**src/shared/sfl_pkg.sv**
```systemverilog
`default_nettype none
package sfl_pkg;
	// ******************************
	// Widths and reset values
	// ******************************
	localparam int CAP_W = 16;
	localparam int ACC_W = 32;
	localparam int FRAC_W = 16;
	localparam logic [CAP_W-1:0] CAP_RESET = 16'h0000;
	localparam logic [ACC_W-1:0] ACC_RESET = 32'h0000_0000;
	localparam logic [CAP_W-1:0] SET_DISABLED = 16'hffff;
	localparam int FLAG_INIT_BIT = 1;
	localparam int FLAG_FINAL_BIT = 0;
	localparam int FLAG_W = 2;
	localparam logic [FLAG_W-1:0] FLAGS_RESET = 2'h0;
endpackage
`default_nettype wire

```
**src/core/sfl_hyst_flag.sv**
```systemverilog
`timescale 1ns/100ps
`default_nettype none
module sfl_hyst_flag (
	input wire logic clk_sys,
	input wire logic reset_n,
	input wire logic update,
	input wire logic [15:0] level,
	input wire logic [15:0] set_level,
	input wire logic [15:0] clear_level,
	input wire logic set_disabled,
	output logic flag_q
);
	// ******************************
	// Hysteresis flag
	// ******************************
	wire logic below_set;
	wire logic above_clear;
	assign below_set = !set_disabled && (level < set_level);
	assign above_clear = level > clear_level;

	always_ff @(posedge clk_sys or negedge reset_n) begin
		if (!reset_n) begin
			flag_q <= 1'b0;
		end else if (update) begin
			// Set takes priority if the thresholds overlap
			if (below_set) begin
				flag_q <= 1'b1;
			end else if (flag_q && above_clear) begin
				flag_q <= 1'b0;
			end
		end
	end
endmodule
`default_nettype wire

```
**src/core/sfl_soc_flags.sv**
```systemverilog
// Behaviour
// RULE1 - Accumulate sensed charge both directions
// RULE2 - Exactly two warning flags in status
// RULE3 - Set initial flag below its level
// RULE4 - Clear initial flag above clear level
// RULE5 - Set final flag below its level
// RULE6 - Set level minus one disables final
// RULE7 - Clear final only when already set
// RULE8 - Report uncompensated remaining and full values
// RULE9 - Re-evaluate on update, hold between levels
`timescale 1ns/100ps
`default_nettype none
module sfl_soc_flags (
	input wire logic clk_sys,
	input wire logic reset_n,
	input wire logic sample_valid,
	input wire logic signed [15:0] sense_charge,
	input wire logic load_start,
	input wire logic [sfl_pkg::CAP_W-1:0] start_remaining,
	input wire logic [sfl_pkg::CAP_W-1:0] full_capacity,
	input wire logic [sfl_pkg::CAP_W-1:0] compensation_loss,
	input wire logic [sfl_pkg::CAP_W-1:0] initial_warn_set_level,
	input wire logic [sfl_pkg::CAP_W-1:0] initial_warn_clear_level,
	input wire logic [sfl_pkg::CAP_W-1:0] final_warn_set_level,
	input wire logic [sfl_pkg::CAP_W-1:0] final_warn_clear_level,
	output logic [sfl_pkg::CAP_W-1:0] remaining_charge_value,
	output logic [sfl_pkg::CAP_W-1:0] compensated_full_value,
	output logic [sfl_pkg::CAP_W-1:0] uncompensated_remaining,
	output logic [sfl_pkg::CAP_W-1:0] uncompensated_full,
	output logic [sfl_pkg::FLAG_W-1:0] flag_status,
	output logic remaining_updated
);
	import sfl_pkg::*;

	// ******************************
	// Charge integration
	// ******************************
	// Fixed point: upper CAP_W bits are mAh, lower FRAC_W bits a fraction
	logic [ACC_W-1:0] acc_q;
	logic [ACC_W-1:0] acc_d;
	logic upd_q;
	wire logic [ACC_W-1:0] charge_ext;
	wire logic [ACC_W:0] acc_sum;
	wire logic [ACC_W-1:0] acc_max;
	wire logic [CAP_W-1:0] nom_rem;
	wire logic [CAP_W-1:0] comp_rem;
	wire logic [CAP_W-1:0] comp_full;

	assign charge_ext = {{(ACC_W-16){sense_charge[15]}}, sense_charge};
	assign acc_max = {full_capacity, {FRAC_W{1'b0}}};
	assign acc_sum = {1'b0, acc_q} + {charge_ext[ACC_W-1], charge_ext};

	// Saturate at empty and at full rather than wrap
	always_comb begin
		acc_d = acc_q;
		if (load_start) begin
			acc_d = {start_remaining, {FRAC_W{1'b0}}};
		end else if (sample_valid) begin
			if (sense_charge[15] && acc_sum[ACC_W]) begin
				acc_d = ACC_RESET;
			end else if (!sense_charge[15] && (acc_sum[ACC_W] || acc_sum[ACC_W-1:0] > acc_max)) begin
				acc_d = acc_max;
			end else begin
				acc_d = acc_sum[ACC_W-1:0]; // RULE1
			end
		end
	end

	always_ff @(posedge clk_sys or negedge reset_n) begin
		if (!reset_n) begin
			acc_q <= ACC_RESET;
			upd_q <= 1'b0;
		end else begin
			acc_q <= acc_d;
			upd_q <= load_start || sample_valid;
		end
	end

	// ******************************
	// Capacity reports
	// ******************************
	assign nom_rem = acc_q[ACC_W-1:FRAC_W];
	assign comp_rem = (nom_rem > compensation_loss) ? nom_rem - compensation_loss : CAP_RESET;
	assign comp_full = (full_capacity > compensation_loss) ?
		full_capacity - compensation_loss : CAP_RESET;

	always_ff @(posedge clk_sys or negedge reset_n) begin
		if (!reset_n) begin
			remaining_charge_value <= CAP_RESET;
			compensated_full_value <= CAP_RESET;
			uncompensated_remaining <= CAP_RESET;
			uncompensated_full <= CAP_RESET;
			remaining_updated <= 1'b0;
		end else begin
			remaining_updated <= upd_q;
			if (upd_q) begin
				remaining_charge_value <= comp_rem;
				compensated_full_value <= comp_full;
				uncompensated_remaining <= nom_rem; // RULE8
				uncompensated_full <= full_capacity; // RULE8
			end
		end
	end

	// ******************************
	// Warning flags
	// ******************************
	// Compare against the freshly published value, one cycle after it lands
	logic init_flag;
	logic final_flag;
	wire logic final_disabled;
	assign final_disabled = final_warn_set_level == SET_DISABLED;

	sfl_hyst_flag u_init (
		.clk_sys(clk_sys),
		.reset_n(reset_n),
		.update(remaining_updated), // RULE9
		.level(remaining_charge_value),
		.set_level(initial_warn_set_level), // RULE3
		.clear_level(initial_warn_clear_level), // RULE4
		.set_disabled(1'b0),
		.flag_q(init_flag)
	);

	sfl_hyst_flag u_final (
		.clk_sys(clk_sys),
		.reset_n(reset_n),
		.update(remaining_updated), // RULE9
		.level(remaining_charge_value),
		.set_level(final_warn_set_level), // RULE5
		.clear_level(final_warn_clear_level), // RULE7
		.set_disabled(final_disabled), // RULE6
		.flag_q(final_flag)
	);

	always_ff @(posedge clk_sys or negedge reset_n) begin
		if (!reset_n) begin
			flag_status <= FLAGS_RESET;
		end else begin
			flag_status[FLAG_INIT_BIT] <= init_flag; // RULE2
			flag_status[FLAG_FINAL_BIT] <= final_flag; // RULE2
		end
	end
endmodule
`default_nettype wire

```
**config.mk**
```make
export PLATFORM = sky130hd
export DESIGN_NAME = sfl_soc_flags
export DESIGN_NICKNAME = d
export VERILOG_FILES = /design/src/shared/sfl_pkg.sv /design/src/core/sfl_hyst_flag.sv /design/src/core/sfl_soc_flags.sv
export SDC_FILE = /design/constraint.sdc
export NUM_CORES = 1
export LEC_CHECK = 0
export BUFFER_PORTS_ARGS = -buffer_cell sky130_fd_sc_hd__buf_4
export CAP_MARGIN = 0
export CORE_AREA = 3 3 178 180
export DETAILED_ROUTE_END_ITERATION = 7
export DIE_AREA = 0 0 181 183
export PLACE_DENSITY = 0.52
export SLEW_MARGIN = 20
export SYNTH_ARGS = -nofsm -noshare
export SYNTH_HDL_FRONTEND = slang
export SYNTH_HIERARCHICAL = 1
export SYNTH_SLANG_ARGS = --single-unit
```
**constraint.sdc**
```tcl
create_clock -name clk_sys -period 5.05 [get_ports clk_sys]
set_input_delay 0.2525 -clock clk_sys [delete_from_list [all_inputs] [get_ports clk_sys]]
set_output_delay 0.2525 -clock clk_sys [all_outputs]
set_load 0.005 [all_outputs]
```
==> summary.md, run 1 <==
| Metric | Value |
|---|---|
| Clock tree skew after final layout | 12.37 ps |
| Die Height | 183 um |
| Number of levels in the clock H-tree | 3 |
| Maximum clock path buffer count | 2 |
| Initial DRC count | 348 |
| Seq/Total Area, Yosys | 28.35% |
| Power per standard cell area | 309.9 nW/um2 |
| Dpl hpwl | 24.18 mm |
| Largest fanout on the critical path | 6 |
| Clk sink count | 102 |
| GRT Resource Usage Total | 17.37% |
| First-pass iteration count of the detailed router | 5 |
| Number of buffer and inverter stages on the critical path | 0 |
| Cell type group with the largest total delay on the critical path | compound AO/OA/AOI/OAI gates |
| Fmax achieved | 208.0 MHz |
| Root buf cell | sky130_fd_sc_hd__clkbuf_16 |
| Cell Count Post-Placement | 1566 |
| TritonCTS clock tree | yes |
| Violated checks | hold timing |
| List of cells traversed by the critical path | ha_2 > fa_2 > a21o_1 > a22o_1 > and3_1 > o21ai_2 > a21boi_2 > a311oi_2 > o21bai_1 > xor2_1 > ha_1 > nand4_1 > nor3_2 > nand3_1 > nor4_2 > o2111ai_1 > nor4_1 > a31o_2 > nor2_1 > a221o_1 |
| Number of antenna cells inserted | 0 |
| Final non-filler cell total | 1586 |
| Fraction of the cycle the final worst path needs | 95.22% |
| Fraction of layout instances using a drive strength above 1 | 25.29% |
| Mean number of vias per cell | 5.165 |
| Source-to-sink clock delay at the later pin of the worst-skew pair | 370 ps |
| Antenna-violating nets left | 0 |
| Hold Buf Count CTS | 0 |
| Routed WL | 29.80 mm |
| Pin count of the biggest net entering global routing | 68 |
| # rows | 64 |
| Final-layout worst hold slack | -0.003830 ps |
| EDFF count, synth | 0 |
| Outcome | finished with violations |
| Slowest library cell on the worst path | sky130_fd_sc_hd__dfrtp_1 |
| Leakage power summed over all cells | 5.807 nW |
| Floorplan die area | 33120 um2 |
| Required time worst endpoint | 5300 ps |
| Total number of vias | 8191 |
| Register bit count reported by yosys | 102 |
| Area overhead of the layout relative to synthesis | 27.57% |
| Worst hold path class | in -> async |
| Ys flop type | sky130_fd_sc_hd__dfrtp_1 |
| Final Core Density | 37.85% |
| Count of final hold-check violations | 1 |
| Period minus WS final | 4809 ps |
| X dimension of the die | 181 um |
| Total of warnings raised by yosys | 6 |
| Drt wl/cell | 18.79 um |
| IR Drop Worst-Case VDD | 184.9 uV |
| First-pass GRT wire length | 45.44 mm |
| Total core area | 30350 um2 |
| Mean instance size in the synthesized netlist | 9.189 um2 |
| Combined area of the multi-input logic cells | 6055 um2 |
| Final count of pins violating max slew | 0 |
| Unrepaired setup endpoints after global routing | yes |
| Number of maximum-capacitance constraint violations | 0 |
| Cts bufs inserted | 9 |
| Post-Route Setup TNS | 0 ps |
| Final setup violation count | 0 |
| Area taken by flip-flops and latches | 2552 um2 |
| Post-synthesis instance area | 9005 um2 |
| Antenna violations before repair | 0 |
| Setup Crit Path Kind | reg -> reg |
| Starting density of the core | 29.67% |
| Arrival time at the worst endpoint | 5060 ps |
| Net Count, Synth | 1258 |
| Post-synth ARST share | 100.0% |
| Gate Count Post-Synth | 980 |
| Kind of end point of the critical path | flop |
| Number of global-route vias before repair | 7997 |
| Slew @ Worst Pin | 1001 ps |
| Boundary Pins | 199 |
| Largest incremental delay on the critical path | 390 ps |
| Post-synth cell types | 70 |
| Critical path startpoint category | flop |
| Remaining routing DRC violations | 0 |
| Residual overflow from global routing | 0 |
| Number of filler cells placed in the layout | 3106 |
| Final estimated routing congestion in global placement | 0.9129 |
| Number of input and output port buffers inserted | 198 |
| Layout Nets | 1463 |
| Clock transition at the registers of the reported paths | 80 ps |
| Max-slew headroom | 33.18% |
==> report_power, final <==
group | switching [mW] | internal [mW] | total, mW
Combinational | 0.866 | 0.816 | 1.68
Clock | 0.369 | 0.397 | 0.766
Sequential | 0.165 | 0.947 | 1.11
Total | 1.40 | 2.16 | 3.56
==> Yosys cell counts (7+ instances only) <==
master                      instances  area share (%)
sky130_fd_sc_hd__a22o_1            26             2.5
sky130_fd_sc_hd__nor3_1            24             1.3
sky130_fd_sc_hd__a211o_1            7            0.68
sky130_fd_sc_hd__xor2_1            20             1.9
sky130_fd_sc_hd__a21o_1            30             2.5
sky130_fd_sc_hd__nand2_1           34             1.4
sky130_fd_sc_hd__a21oi_1           52             2.9
sky130_fd_sc_hd__ha_1             143              20
sky130_fd_sc_hd__xnor2_1           31             3.0
sky130_fd_sc_hd__nor2b_1           10            0.69
sky130_fd_sc_hd__a22oi_1           11            0.92
sky130_fd_sc_hd__nand3_1           19             1.1
sky130_fd_sc_hd__nand2b_1           8            0.56
sky130_fd_sc_hd__mux2_2            32             4.0
sky130_fd_sc_hd__inv_1            117             4.9
sky130_fd_sc_hd__nand4_1           31             2.2
sky130_fd_sc_hd__dfrtp_1          102              28
sky130_fd_sc_hd__mux2i_1           10             1.1
sky130_fd_sc_hd__a211oi_1          11            0.92
sky130_fd_sc_hd__o21a_1             7            0.58
sky130_fd_sc_hd__o21bai_1           9            0.75
sky130_fd_sc_hd__o21ai_0           47             2.6
sky130_fd_sc_hd__clkbuf_1          14            0.58
sky130_fd_sc_hd__a31oi_1           10            0.69
sky130_fd_sc_hd__o2bb2ai_1         18             1.8
sky130_fd_sc_hd__nor2_1            52             2.2
==> layout make-up <==
class | count | share of cell area (%)
timing repair buffer | 216 | 14.21
inverter | 117 | 3.823
clock inverter | 7 | 0.7624
sequential | 102 | 22.22
clock buffer | 9 | 1.961
multi-input combinational | 739 | 52.71
tap | 396 | 4.313
==> cells in the final DEF, fill, tap and decap left out, types with 4 or more instances in the layout <==
cell type                     n
sky130_fd_sc_hd__o21ai_0     44
sky130_fd_sc_hd__nand2b_1     8
sky130_fd_sc_hd__and2_1       6
sky130_fd_sc_hd__dfrtp_1    102
sky130_fd_sc_hd__a21o_1      30
sky130_fd_sc_hd__nor2_1      51
sky130_fd_sc_hd__o21ai_1      6
sky130_fd_sc_hd__ha_1       138
sky130_fd_sc_hd__a211oi_1     9
sky130_fd_sc_hd__o21a_1       7
sky130_fd_sc_hd__clkbuf_16    9
sky130_fd_sc_hd__nand2_1     34
sky130_fd_sc_hd__nor3_1      23
sky130_fd_sc_hd__nor2b_1     10
sky130_fd_sc_hd__xor2_1      20
sky130_fd_sc_hd__mux2i_1     10
sky130_fd_sc_hd__a221o_1      6
sky130_fd_sc_hd__o2bb2ai_1   18
sky130_fd_sc_hd__a211o_1      7
sky130_fd_sc_hd__inv_1      117
sky130_fd_sc_hd__ha_4         4
sky130_fd_sc_hd__xnor2_1     30
sky130_fd_sc_hd__buf_4      213
sky130_fd_sc_hd__nand3_1     19
sky130_fd_sc_hd__nor3b_1      5
sky130_fd_sc_hd__a22oi_1     11
sky130_fd_sc_hd__mux2_2      32
sky130_fd_sc_hd__nor4_1       5
sky130_fd_sc_hd__nand4_1     31
sky130_fd_sc_hd__a22o_1      26
sky130_fd_sc_hd__and3_1       4
sky130_fd_sc_hd__a31oi_1      8
sky130_fd_sc_hd__a21oi_1     51
sky130_fd_sc_hd__o21bai_1     9
==> registers in the layout (all words and copies together) (netlist names) <==
name / flops
u_final/flag_q: 1
compensated_full_value: 16
uncompensated_full: 16
remaining_updated: 1
remaining_charge_value: 16
upd_q: 1
flag_status: 2
acc_q: 32
u_init/flag_q: 1
uncompensated_remaining: 16
==> repair_timing <==
item                       CTS  global route
pin swaps                    2            19
buffers inserted             0             4
setup endpoints to repair   32            32
gates resized for setup      2            32
==> metrics by stage <==
stage | power, mW | worst slack (ps) | area [um2] | hold slack (ps)
CTS | 3.535 | 30.14 | 11290 | 37.05
finish | 3.560 | 241.2 | 11490 | -0.003830
global placement | 2.737 | -27.78 | 10970 | 386.3
detailed placement | 2.753 | -200.8 | 10970 | 388.0
global route | 3.838 | -112.2 | 11490 | 73.87
floorplan | 2.136 | 526.9 | 9005 | -43.09
==> cells by family (layout without fill, tap and decap cells) <==
| kind of cell | Yosys count | count (layout) | share of synthesized area, % |
|---|---|---|---|
| adder cells (fa/ha/maj) | 146 | 146 | 20.54 |
| multiplexers | 42 | 42 | 5.113 |
| flip-flops | 102 | 102 | 28.35 |
| XOR/XNOR | 51 | 51 | 4.960 |
| AO/OA/AOI/OAI | 280 | 280 | 21.95 |
| AND/OR/NAND/NOR | 219 | 219 | 12.78 |
| buffers and inverters | 139 | 349 | 6.266 |
| other | 1 | 1 | 0.04164 |
==> layer usage <==
layer,GRT usage (%),wire [um],share of wire [%]
met3,2.836,1388,4.7
met2,30.88,14640,49
met4,3.656,493,1.7
met5,0,0,0
met1,22.38,13280,45
==> worst paths after layout <==
kind	startpoint	to	slack (ps)	depth (start not counted)
min reg2reg	u_init/flag_q	flag_status[1]	400	0
max	acc_q[0]	acc_q[30]	240	20
max reg2reg	acc_q[0]	acc_q[30]	240	20
min in group clk_sys	start_remaining[0]	acc_q[16]	140	2
max in group asynchronous	reset_n	remaining_charge_value[1]	4020	2
min	reset_n	acc_q[8]	-0.004	1
No activity file was read; power rests on OpenSTA's default activity.
==> run 2: changes to the inputs <==
Settings changed: CORE_AREA 3 3 178 180 to 3 3 163 196, DIE_AREA 0 0 181 183 to 0 0 166 199, SLEW_MARGIN 20 to 15.
Clock period 5.05 ns to 4.95 ns, I/O delays scaled along.
==> run 2 against run 1 <==
Against the previous run: the flow now finishes without violations; die area down 0.27%; non-clock buffer count up 9; sequential cell count unchanged; global-route usage up 0.67 points; utilization down 0.16 points; sequential share of layout area up 0.061 points; via count down 0.56%; routed wire length up 1.5%; sequential power about the same; final area down 0.27%.
==> summary.md, run 2 (synthesis results as in run 1) <==
| Metric | Value |
|---|---|
| Critical path origin | acc_q[8] |
| Routed WL | 30.24 mm (+1.5%) |
| Largest fanout on the critical path | 10 (+4) |
| X dimension of the die | 166 um (-8.3%) |
| First-pass iteration count of the detailed router | 5 (unchanged) |
| Setup Crit Path Kind | reg -> reg |
| Pin count of the biggest net entering global routing | 54 (-21%) |
| Count of final hold-check violations | 0 (-1) |
| Combined area of the multi-input logic cells | 5979 um2 (-1.2%) |
| Startpoint of the lowest-slack register-to-register path | acc_q[8] |
| Final estimated routing congestion in global placement | 0.8853 (-3.0%) |
| Total core area | 30390 um2 (+0.14%) |
| Slew @ Worst Pin | 1064 ps (+62.93 ps) |
| Outcome | finished clean |
| Mean number of vias per cell | 5.107 (-1.1%) |
| # rows | 70 (+9.4%) |
| Overall power after layout | 3.562 mW (about the same) |
| Maximum clock path buffer count | 2 (unchanged) |
| Final count of pins violating max slew | 0 (unchanged) |
| Number of global-route vias before repair | 8407 (+5.1%) |
| Total cell area at the placement stage | 11040 um2 (+0.59%) |
| Root buf cell | sky130_fd_sc_hd__clkbuf_16 |
| Initial DRC count | 413 (+19%) |
| TritonCTS clock tree | yes |
| Leakage power summed over all cells | 5.815 nW (+0.15%) |
| Commonest cells after routing, fill and taps aside | sky130_fd_sc_hd__buf_4, sky130_fd_sc_hd__ha_1, sky130_fd_sc_hd__inv_1 |
| IR Drop Worst-Case VDD | 191.2 uV (+3.4%) |
| Most common library cell in the layout ignoring fill and taps | sky130_fd_sc_hd__buf_4 |
| Area overhead of the layout relative to synthesis | 27.22% |
| Register with the highest flop count | acc_q |
| Cts bufs inserted | 9 (unchanged) |
| GRT Resource Usage Total | 18.04% (+0.67 points) |
| Number of filler cells placed in the layout | 3164 (+1.9%) |
| Worst hold path class | in -> reg |
| Clk sink count | 102 (unchanged) |
| Kind of end point of the critical path | flop |
| Startpoint of the lowest-slack hold path | start_remaining[5] |
| Clock tree skew after final layout | 9.024 ps (-3.341 ps) |
| Number of maximum-capacitance constraint violations | 0 (unchanged) |
| Floorplan die area | 33030 um2 (-0.27%) |
| Critical path startpoint category | flop |
| Total number of vias | 8145 (-0.56%) |
| Register-to-Register Setup Slack | 200 ps (-40 ps) |
| Power per standard cell area | 310.9 nW/um2 (+0.31%) |
| Antenna-violating nets left | 0 (unchanged) |
| Number of antenna cells inserted | 0 (unchanged) |
| Clock transition at the registers of the reported paths | 80 ps (about the same) |
| Fraction of the cycle the final worst path needs | 95.95% (+0.73 points) |
| Arrival time at the worst endpoint | 4970 ps (-90 ps) |
| Required time worst endpoint | 5180 ps (-120 ps) |
| Final setup violation count | 0 (unchanged) |
| Boundary Pins | 199 (unchanged) |
| First-pass GRT wire length | 47.04 mm (+3.5%) |
| Fmax achieved | 210.5 MHz (+1.2%) |
| Number of input and output port buffers inserted | 198 (unchanged) |
| Dpl hpwl | 24.53 mm (+1.4%) |
| Starting density of the core | 29.63% (-0.042 points) |
| Drt wl/cell | 18.96 um (+0.88%) |
| Die Height | 199 um (+8.7%) |
| Remaining routing DRC violations | 0 (unchanged) |
| Final instance area | 11460 um2 (-0.27%) |
| Period minus WS final | 4750 ps (-59.25 ps) |
| Fraction of layout instances using a drive strength above 1 | 25.10% (-0.19 points) |
| Largest register FFs | 32 (unchanged) |
| Antenna violations before repair | 0 (unchanged) |
| Layout Nets | 1472 (+0.62%) |
| Residual overflow from global routing | 0 (unchanged) |
| Max-slew headroom | 28.98% (-4.2 points) |
| Area taken by flip-flops and latches | 2552 um2 (unchanged) |
| Number of levels in the clock H-tree | 3 (unchanged) |
| Source-to-sink clock delay at the later pin of the worst-skew pair | 360 ps (about the same) |
==> run 2: cell count changes in the layout (fill, tap and decap cells not counted), sizes merged <==
cell	change
inv	-1
clkinvlp	+3
clkbuf	+2
dlygate4sd3	+1
buf	+8
clkinv	-3
bufinv	-1
==> run 2: through the flow <==
step                      worst slack (ps)  utilization (%)  hold slack, ps  setup TNS, ps  instances
after detailed placement            -56.50            36.32           341.2         -512.0       1573
after global placement               18.41            36.32           341.5              0       1573
final                                200.5            37.69           138.4              0       1595
after CTS                            4.914            37.32           127.8              0       1591
after floorplan                      426.9                -          -48.09              0        980
after global routing                -5.601            37.69           138.5         -5.601       1595
==> run 2: what timing repair did <==
action | in CTS | in global routing
hold buffers | 1 | 0
pin swaps | 1 | 12
setup buffers | 1 | 4
endpoints found under the setup margin | 22 | 32
endpoints found under the hold margin | 52 | 0
resized for setup | 1 | 19
==> run 2: area by class of cell <==
| type | instances | area share (%) |
|---|---|---|
| inverter | 117 | 3.834 |
| multi-input combinational | 739 | 52.20 |
| clock inverter | 5 | 0.3713 |
| tap | 396 | 4.325 |
| timing repair buffer | 225 | 14.88 |
| clock buffer | 11 | 2.119 |
| sequential | 102 | 22.28 |
==> run 2: metal layers <==
| layer | global-route usage, % | wire length (um) | part of all wire (%) | vias to the layer above |
|---|---|---|---|---|
| met2 | 33.14 | 15280 | 51 | 209 |
| met4 | 5.208 | 708 | 2.3 | 0 |
| li1 | - | - | - | 4046 |
| met3 | 2.703 | 1380 | 4.6 | 36 |
| met5 | 0 | 0 | 0 | - |
| met1 | 21.97 | 12870 | 43 | 3854 |
==> run 2: worst paths after layout <==
kind,endpoint,depth (start not counted)
max,acc_q[19],22
min,acc_q[21],3
max reg2reg,acc_q[19],22
min reg2reg,flag_status[1],0
max in group asynchronous,remaining_charge_value[4],3
min in group asynchronous,acc_q[8],2
==> run 2: where the power goes <==
part | leakage [nW] | internal [mW] | switching, mW
Clock | 0.130 | 0.361 | 0.351
Combinational | 4.41 | 0.839 | 0.877
Sequential | 1.28 | 0.966 | 0.166
Total | 5.82 | 2.17 | 1.39
==> run 2: critical path, stage by stage, from the launching register on <==
cell and delay (ps):
sky130_fd_sc_hd__dfrtp_1 390, sky130_fd_sc_hd__ha_2 300, sky130_fd_sc_hd__a21o_1 190, sky130_fd_sc_hd__a221o_1 370, sky130_fd_sc_hd__a221o_1 360, sky130_fd_sc_hd__o21ai_2 160
sky130_fd_sc_hd__a21boi_1 110, sky130_fd_sc_hd__a311oi_2 300, sky130_fd_sc_hd__buf_4 160, sky130_fd_sc_hd__buf_4 100, sky130_fd_sc_hd__xnor2_1 70, sky130_fd_sc_hd__ha_1 290
sky130_fd_sc_hd__nand2_1 90, sky130_fd_sc_hd__nor3_2 220, sky130_fd_sc_hd__nand3_1 110, sky130_fd_sc_hd__nor4_1 180, sky130_fd_sc_hd__o2111ai_1 170, sky130_fd_sc_hd__nor4_1 260
sky130_fd_sc_hd__a31o_1 230, sky130_fd_sc_hd__buf_12 150, sky130_fd_sc_hd__buf_4 160, sky130_fd_sc_hd__mux2i_1 170, sky130_fd_sc_hd__o21ai_0 90
==> run 3: changes to the inputs <==
Settings changed: ABC_AREA from default to 1, CORE_AREA 3 3 163 196 to 3 3 169 204, DIE_AREA 0 0 166 199 to 0 0 172 207, PLACE_DENSITY 0.52 to 0.51.
==> run 3 against run 2 <==
Against the previous run: the run now ends with hold timing left; final area up 4.1%; global-route usage rose by 0.93 points; worst setup slack gained 370 ps; total power about the same; largest cell class unchanged; highest routed layer unchanged.
==> summary.md, run 3 <==
| Metric | Value |
|---|---|
| Slowest library cell on the worst path | sky130_fd_sc_hd__fa_1 |
| Critical path origin | acc_q[0] |
| Arrival time at the worst endpoint | 4630 ps (-340 ps) |
| First-pass iteration count of the detailed router | 5 (unchanged) |
| TritonCTS clock tree | yes |
| Cell type group with the largest total delay on the critical path | simple AND/OR/NAND/NOR gates |
| Net Count, Synth | 1706 (+36%) |
| Post-Route Setup TNS | 0 ps (unchanged) |
| Largest register FFs | 32 (unchanged) |
| Ys flop type | sky130_fd_sc_hd__dfrtp_1 |
| Cell repeated most along the worst path | sky130_fd_sc_hd__nand2_1 |
| Largest incremental delay on the critical path | 470 ps (+80 ps) |
| Number of maximum-capacitance constraint violations | 0 (unchanged) |
| Total cell area at the placement stage | 11640 um2 (+5.4%) |
| Maximum clock path buffer count | 2 (unchanged) |
| Remaining routing DRC violations | 0 (unchanged) |
| Final count of pins violating max slew | 0 (unchanged) |
| EDFF count, synth | 0 (unchanged) |
| Unrepaired setup endpoints after global routing | no |
| Critical path startpoint category | flop |
| GRT Resource Usage Total | 18.97% (+0.93 points) |
| Post-synth cell types | 45 (-36%) |
| First-pass GRT wire length | 52.90 mm (+12%) |
| Clock tree skew after final layout | 8.449 ps (-0.5754 ps) |
| Clk sink count | 102 (unchanged) |
| Slew @ Worst Pin | 897.4 ps (-166.7 ps) |
| Startpoint of the lowest-slack register-to-register path | acc_q[0] |
| Source-to-sink clock delay at the later pin of the worst-skew pair | 360 ps (about the same) |
| Drt wl/cell | 16.81 um (-11%) |
| Antenna violations before repair | 1 (+1) |
| Fraction of the cycle the final worst path needs | 88.41% (-7.5 points) |
| Gate Count Post-Synth | 1428 (+46%) |
| Most used standard cell by instance count after synthesis | sky130_fd_sc_hd__nand2_1 |
| Combined area of the multi-input logic cells | 6178 um2 (+3.3%) |
| Final setup violation count | 0 (unchanged) |
| Area taken by flip-flops and latches | 2552 um2 (unchanged) |
| Number of input and output port buffers inserted | 198 (unchanged) |
| Setup Crit Path Kind | reg -> reg |
| Mean instance size in the synthesized netlist | 6.814 um2 (-26%) |
| Floorplan die area | 35600 um2 (+7.8%) |
| Clock transition at the registers of the reported paths | 80 ps (about the same) |
| Post-synthesis instance area | 9731 um2 (+8.1%) |
| Number of levels in the clock H-tree | 3 (unchanged) |
| Final instance area | 11920 um2 (+4.1%) |
| Register-to-Register Setup Slack | 570 ps (+370 ps) |
| Fmax achieved | 228.5 MHz (+8.5%) |
| Die Height | 207 um (+4.0%) |
| Layout Nets | 1893 (+29%) |
| Pin count of the biggest net entering global routing | 60 (+11%) |
| Number of buffer and inverter stages on the critical path | 1 (-3) |
| Violated checks | hold timing |
| Max-slew headroom | 40.03% (+11 points) |
| Kind of end point of the critical path | flop |
| Register with the highest flop count | acc_q |
| Synth top cells by count | sky130_fd_sc_hd__nand2_1, sky130_fd_sc_hd__inv_1, sky130_fd_sc_hd__ha_1 |
| X dimension of the die | 172 um (+3.6%) |
| Dpl hpwl | 27.97 mm (+14%) |
| Total of warnings raised by yosys | 6 (unchanged) |
| Leakage power summed over all cells | 6.800 nW (+17%) |
| Cell accounting for the most synthesized area | sky130_fd_sc_hd__dfrtp_1 |
| # rows | 73 (+4.3%) |
| Outcome | finished with violations |
| Worst setup endpoint | acc_q[27] |
| Critical path depth in cells | 28 (+27%) |
| Mean number of vias per cell | 4.779 (-6.4%) |
| Number of filler cells placed in the layout | 3604 (+14%) |
| Area overhead of the layout relative to synthesis | 22.53% |
| Commonest cells after routing, fill and taps aside | sky130_fd_sc_hd__nand2_1, sky130_fd_sc_hd__inv_1, sky130_fd_sc_hd__buf_4 |
| Antenna-violating nets left | 0 (unchanged) |
| Required time worst endpoint | 5210 ps (+30 ps) |
| Routed WL | 34.15 mm (+13%) |
| Period minus WS final | 4376 ps (-373.5 ps) |
| Power per standard cell area | 298.9 nW/um2 (-3.9%) |
| Number of global-route vias before repair | 9717 (+16%) |
| Root buf cell | sky130_fd_sc_hd__clkbuf_16 |
| Final estimated routing congestion in global placement | 0.8957 (+1.2%) |
| Final-layout worst hold slack | -50.92 ps (-189.4 ps) |
| Starting density of the core | 29.59% (-0.037 points) |
| Area share of the leading cell type in the synthesized netlist | 26.23% (-2.1 points) |
| Post-synth ARST share | 100.0% (unchanged) |
| Largest fanout on the critical path | 32 (+22) |
| Initial DRC count | 442 (+7.0%) |
| IR Drop Worst-Case VDD | 168.2 uV (-12%) |
| Worst hold path class | in -> async |
| Seq/Total Area, Yosys | 26.23% (-2.1 points) |
| Fraction of layout instances using a drive strength above 1 | 15.07% (-10 points) |
| Boundary Pins | 199 (unchanged) |
| Cts bufs inserted | 9 (unchanged) |
| Count of final hold-check violations | 14 (+14) |
| Reg2reg end | acc_q[27] |
| Total number of vias | 9711 (+19%) |
| Top area cells in the synthesized netlist | sky130_fd_sc_hd__dfrtp_1, sky130_fd_sc_hd__ha_1, sky130_fd_sc_hd__nand2_1, sky130_fd_sc_hd__inv_1, sky130_fd_sc_hd__a21oi_1 |
| Worst Reg2Reg Path Length in Cells | 28 (+27%) |
| Most common library cell in the layout ignoring fill and taps | sky130_fd_sc_hd__nand2_1 |
| Total core area | 32880 um2 (+8.2%) |
| Register bit count reported by yosys | 102 (unchanged) |
| Residual overflow from global routing | 0 (unchanged) |
run 3: changes by cell type after synthesis, sizes merged, moves of 26 or more:
cell,previous run,this run
nand2,35,457
nand3,19,79
a21oi,52,97
mux2,32,0
a22o,26,0
inv,117,235
run 3: layer usage:
metal	part of all wire (%)	up-vias	global-route usage, %	wire length, um
met2	49	262	33.85	16870
met3	4.7	51	2.539	1616
met1	43	4382	23.33	14610
met4	3.1	0	6.142	1063
met5	0	-	0	0
li1	-	5016	-	-
run 3: cells by family (layout without fill, tap and decap cells):
| logic type | after synthesis | count (layout) | synth area share (%) |
|---|---|---|---|
| compound gates | 219 | 219 | 12.76 |
| xor+xnor | 32 | 32 | 2.880 |
| buf+inv | 262 | 453 | 10.44 |
| other cells | 1 | 2 | 0.03854 |
| flops | 102 | 102 | 26.23 |
| fa+ha+maj | 146 | 146 | 19.00 |
| simple gates | 666 | 666 | 28.65 |
run 3: worst min path at each step:
| stage | to | from | slack (ps) | cells past startpoint |
|---|---|---|---|---|
| floorplan | acc_q[0] | reset_n | -50 | 0 |
| global placement | flag_status[1] | u_init/flag_q | 360 | 0 |
| detailed placement | flag_status[1] | u_init/flag_q | 360 | 0 |
| CTS | acc_q[11] | reset_n | 4 | 1 |
| global route | acc_q[11] | reset_n | 20 | 1 |
| finish | acc_q[11] | reset_n | -50 | 1 |
run 3: repair_timing:
| action | 4_1_cts | 5_1_grt |
|---|---|---|
| buffers inserted | 0 | 0 |
| hold buffers | 0 | 0 |
| endpoints found under the setup margin | 0 | 1 |
| gates resized for setup | 0 | 1 |
run 3: final cells by class:
| cell class | count | share of cell area [%] |
|---|---|---|
| diodes | 1 | 0.02099 |
| clock buffers | 9 | 1.889 |
| clock inverters | 6 | 0.3883 |
| inverters | 236 | 7.430 |
| multi-input cells | 1064 | 51.82 |
| flip-flops and latches | 102 | 21.41 |
| well taps | 412 | 4.324 |
| repair buffers | 202 | 12.72 |
run 3: worst reg2reg max path: cells and delay by family (launching register included):
family,cells,cell delay (ps)
xor gates and xnor gates,1,220
DFF,1,380
and+or+nand+nor,21,2260
adders and majority gates,3,990
AOI/OAI and AO/OA,2,360
buffers and inverters,1,80
run 3: stage by stage:
stage	util (%)	total power [mW]	cells	setup slack [ps]
global route	36.26	3.902	2032	121.1
global placement	35.40	2.862	2016	441.8
floorplan	-	2.216	1428	1392
CTS	36.23	3.604	2031	436.4
detailed placement	35.40	2.884	2016	443.1
finish	36.26	3.564	2032	573.9
run 3: where the power goes:
group	leakage [nW]	switching (mW)	internal, mW
combinational	5.39	1.01	0.702
sequential	1.29	0.179	0.962
clock	0.129	0.365	0.344
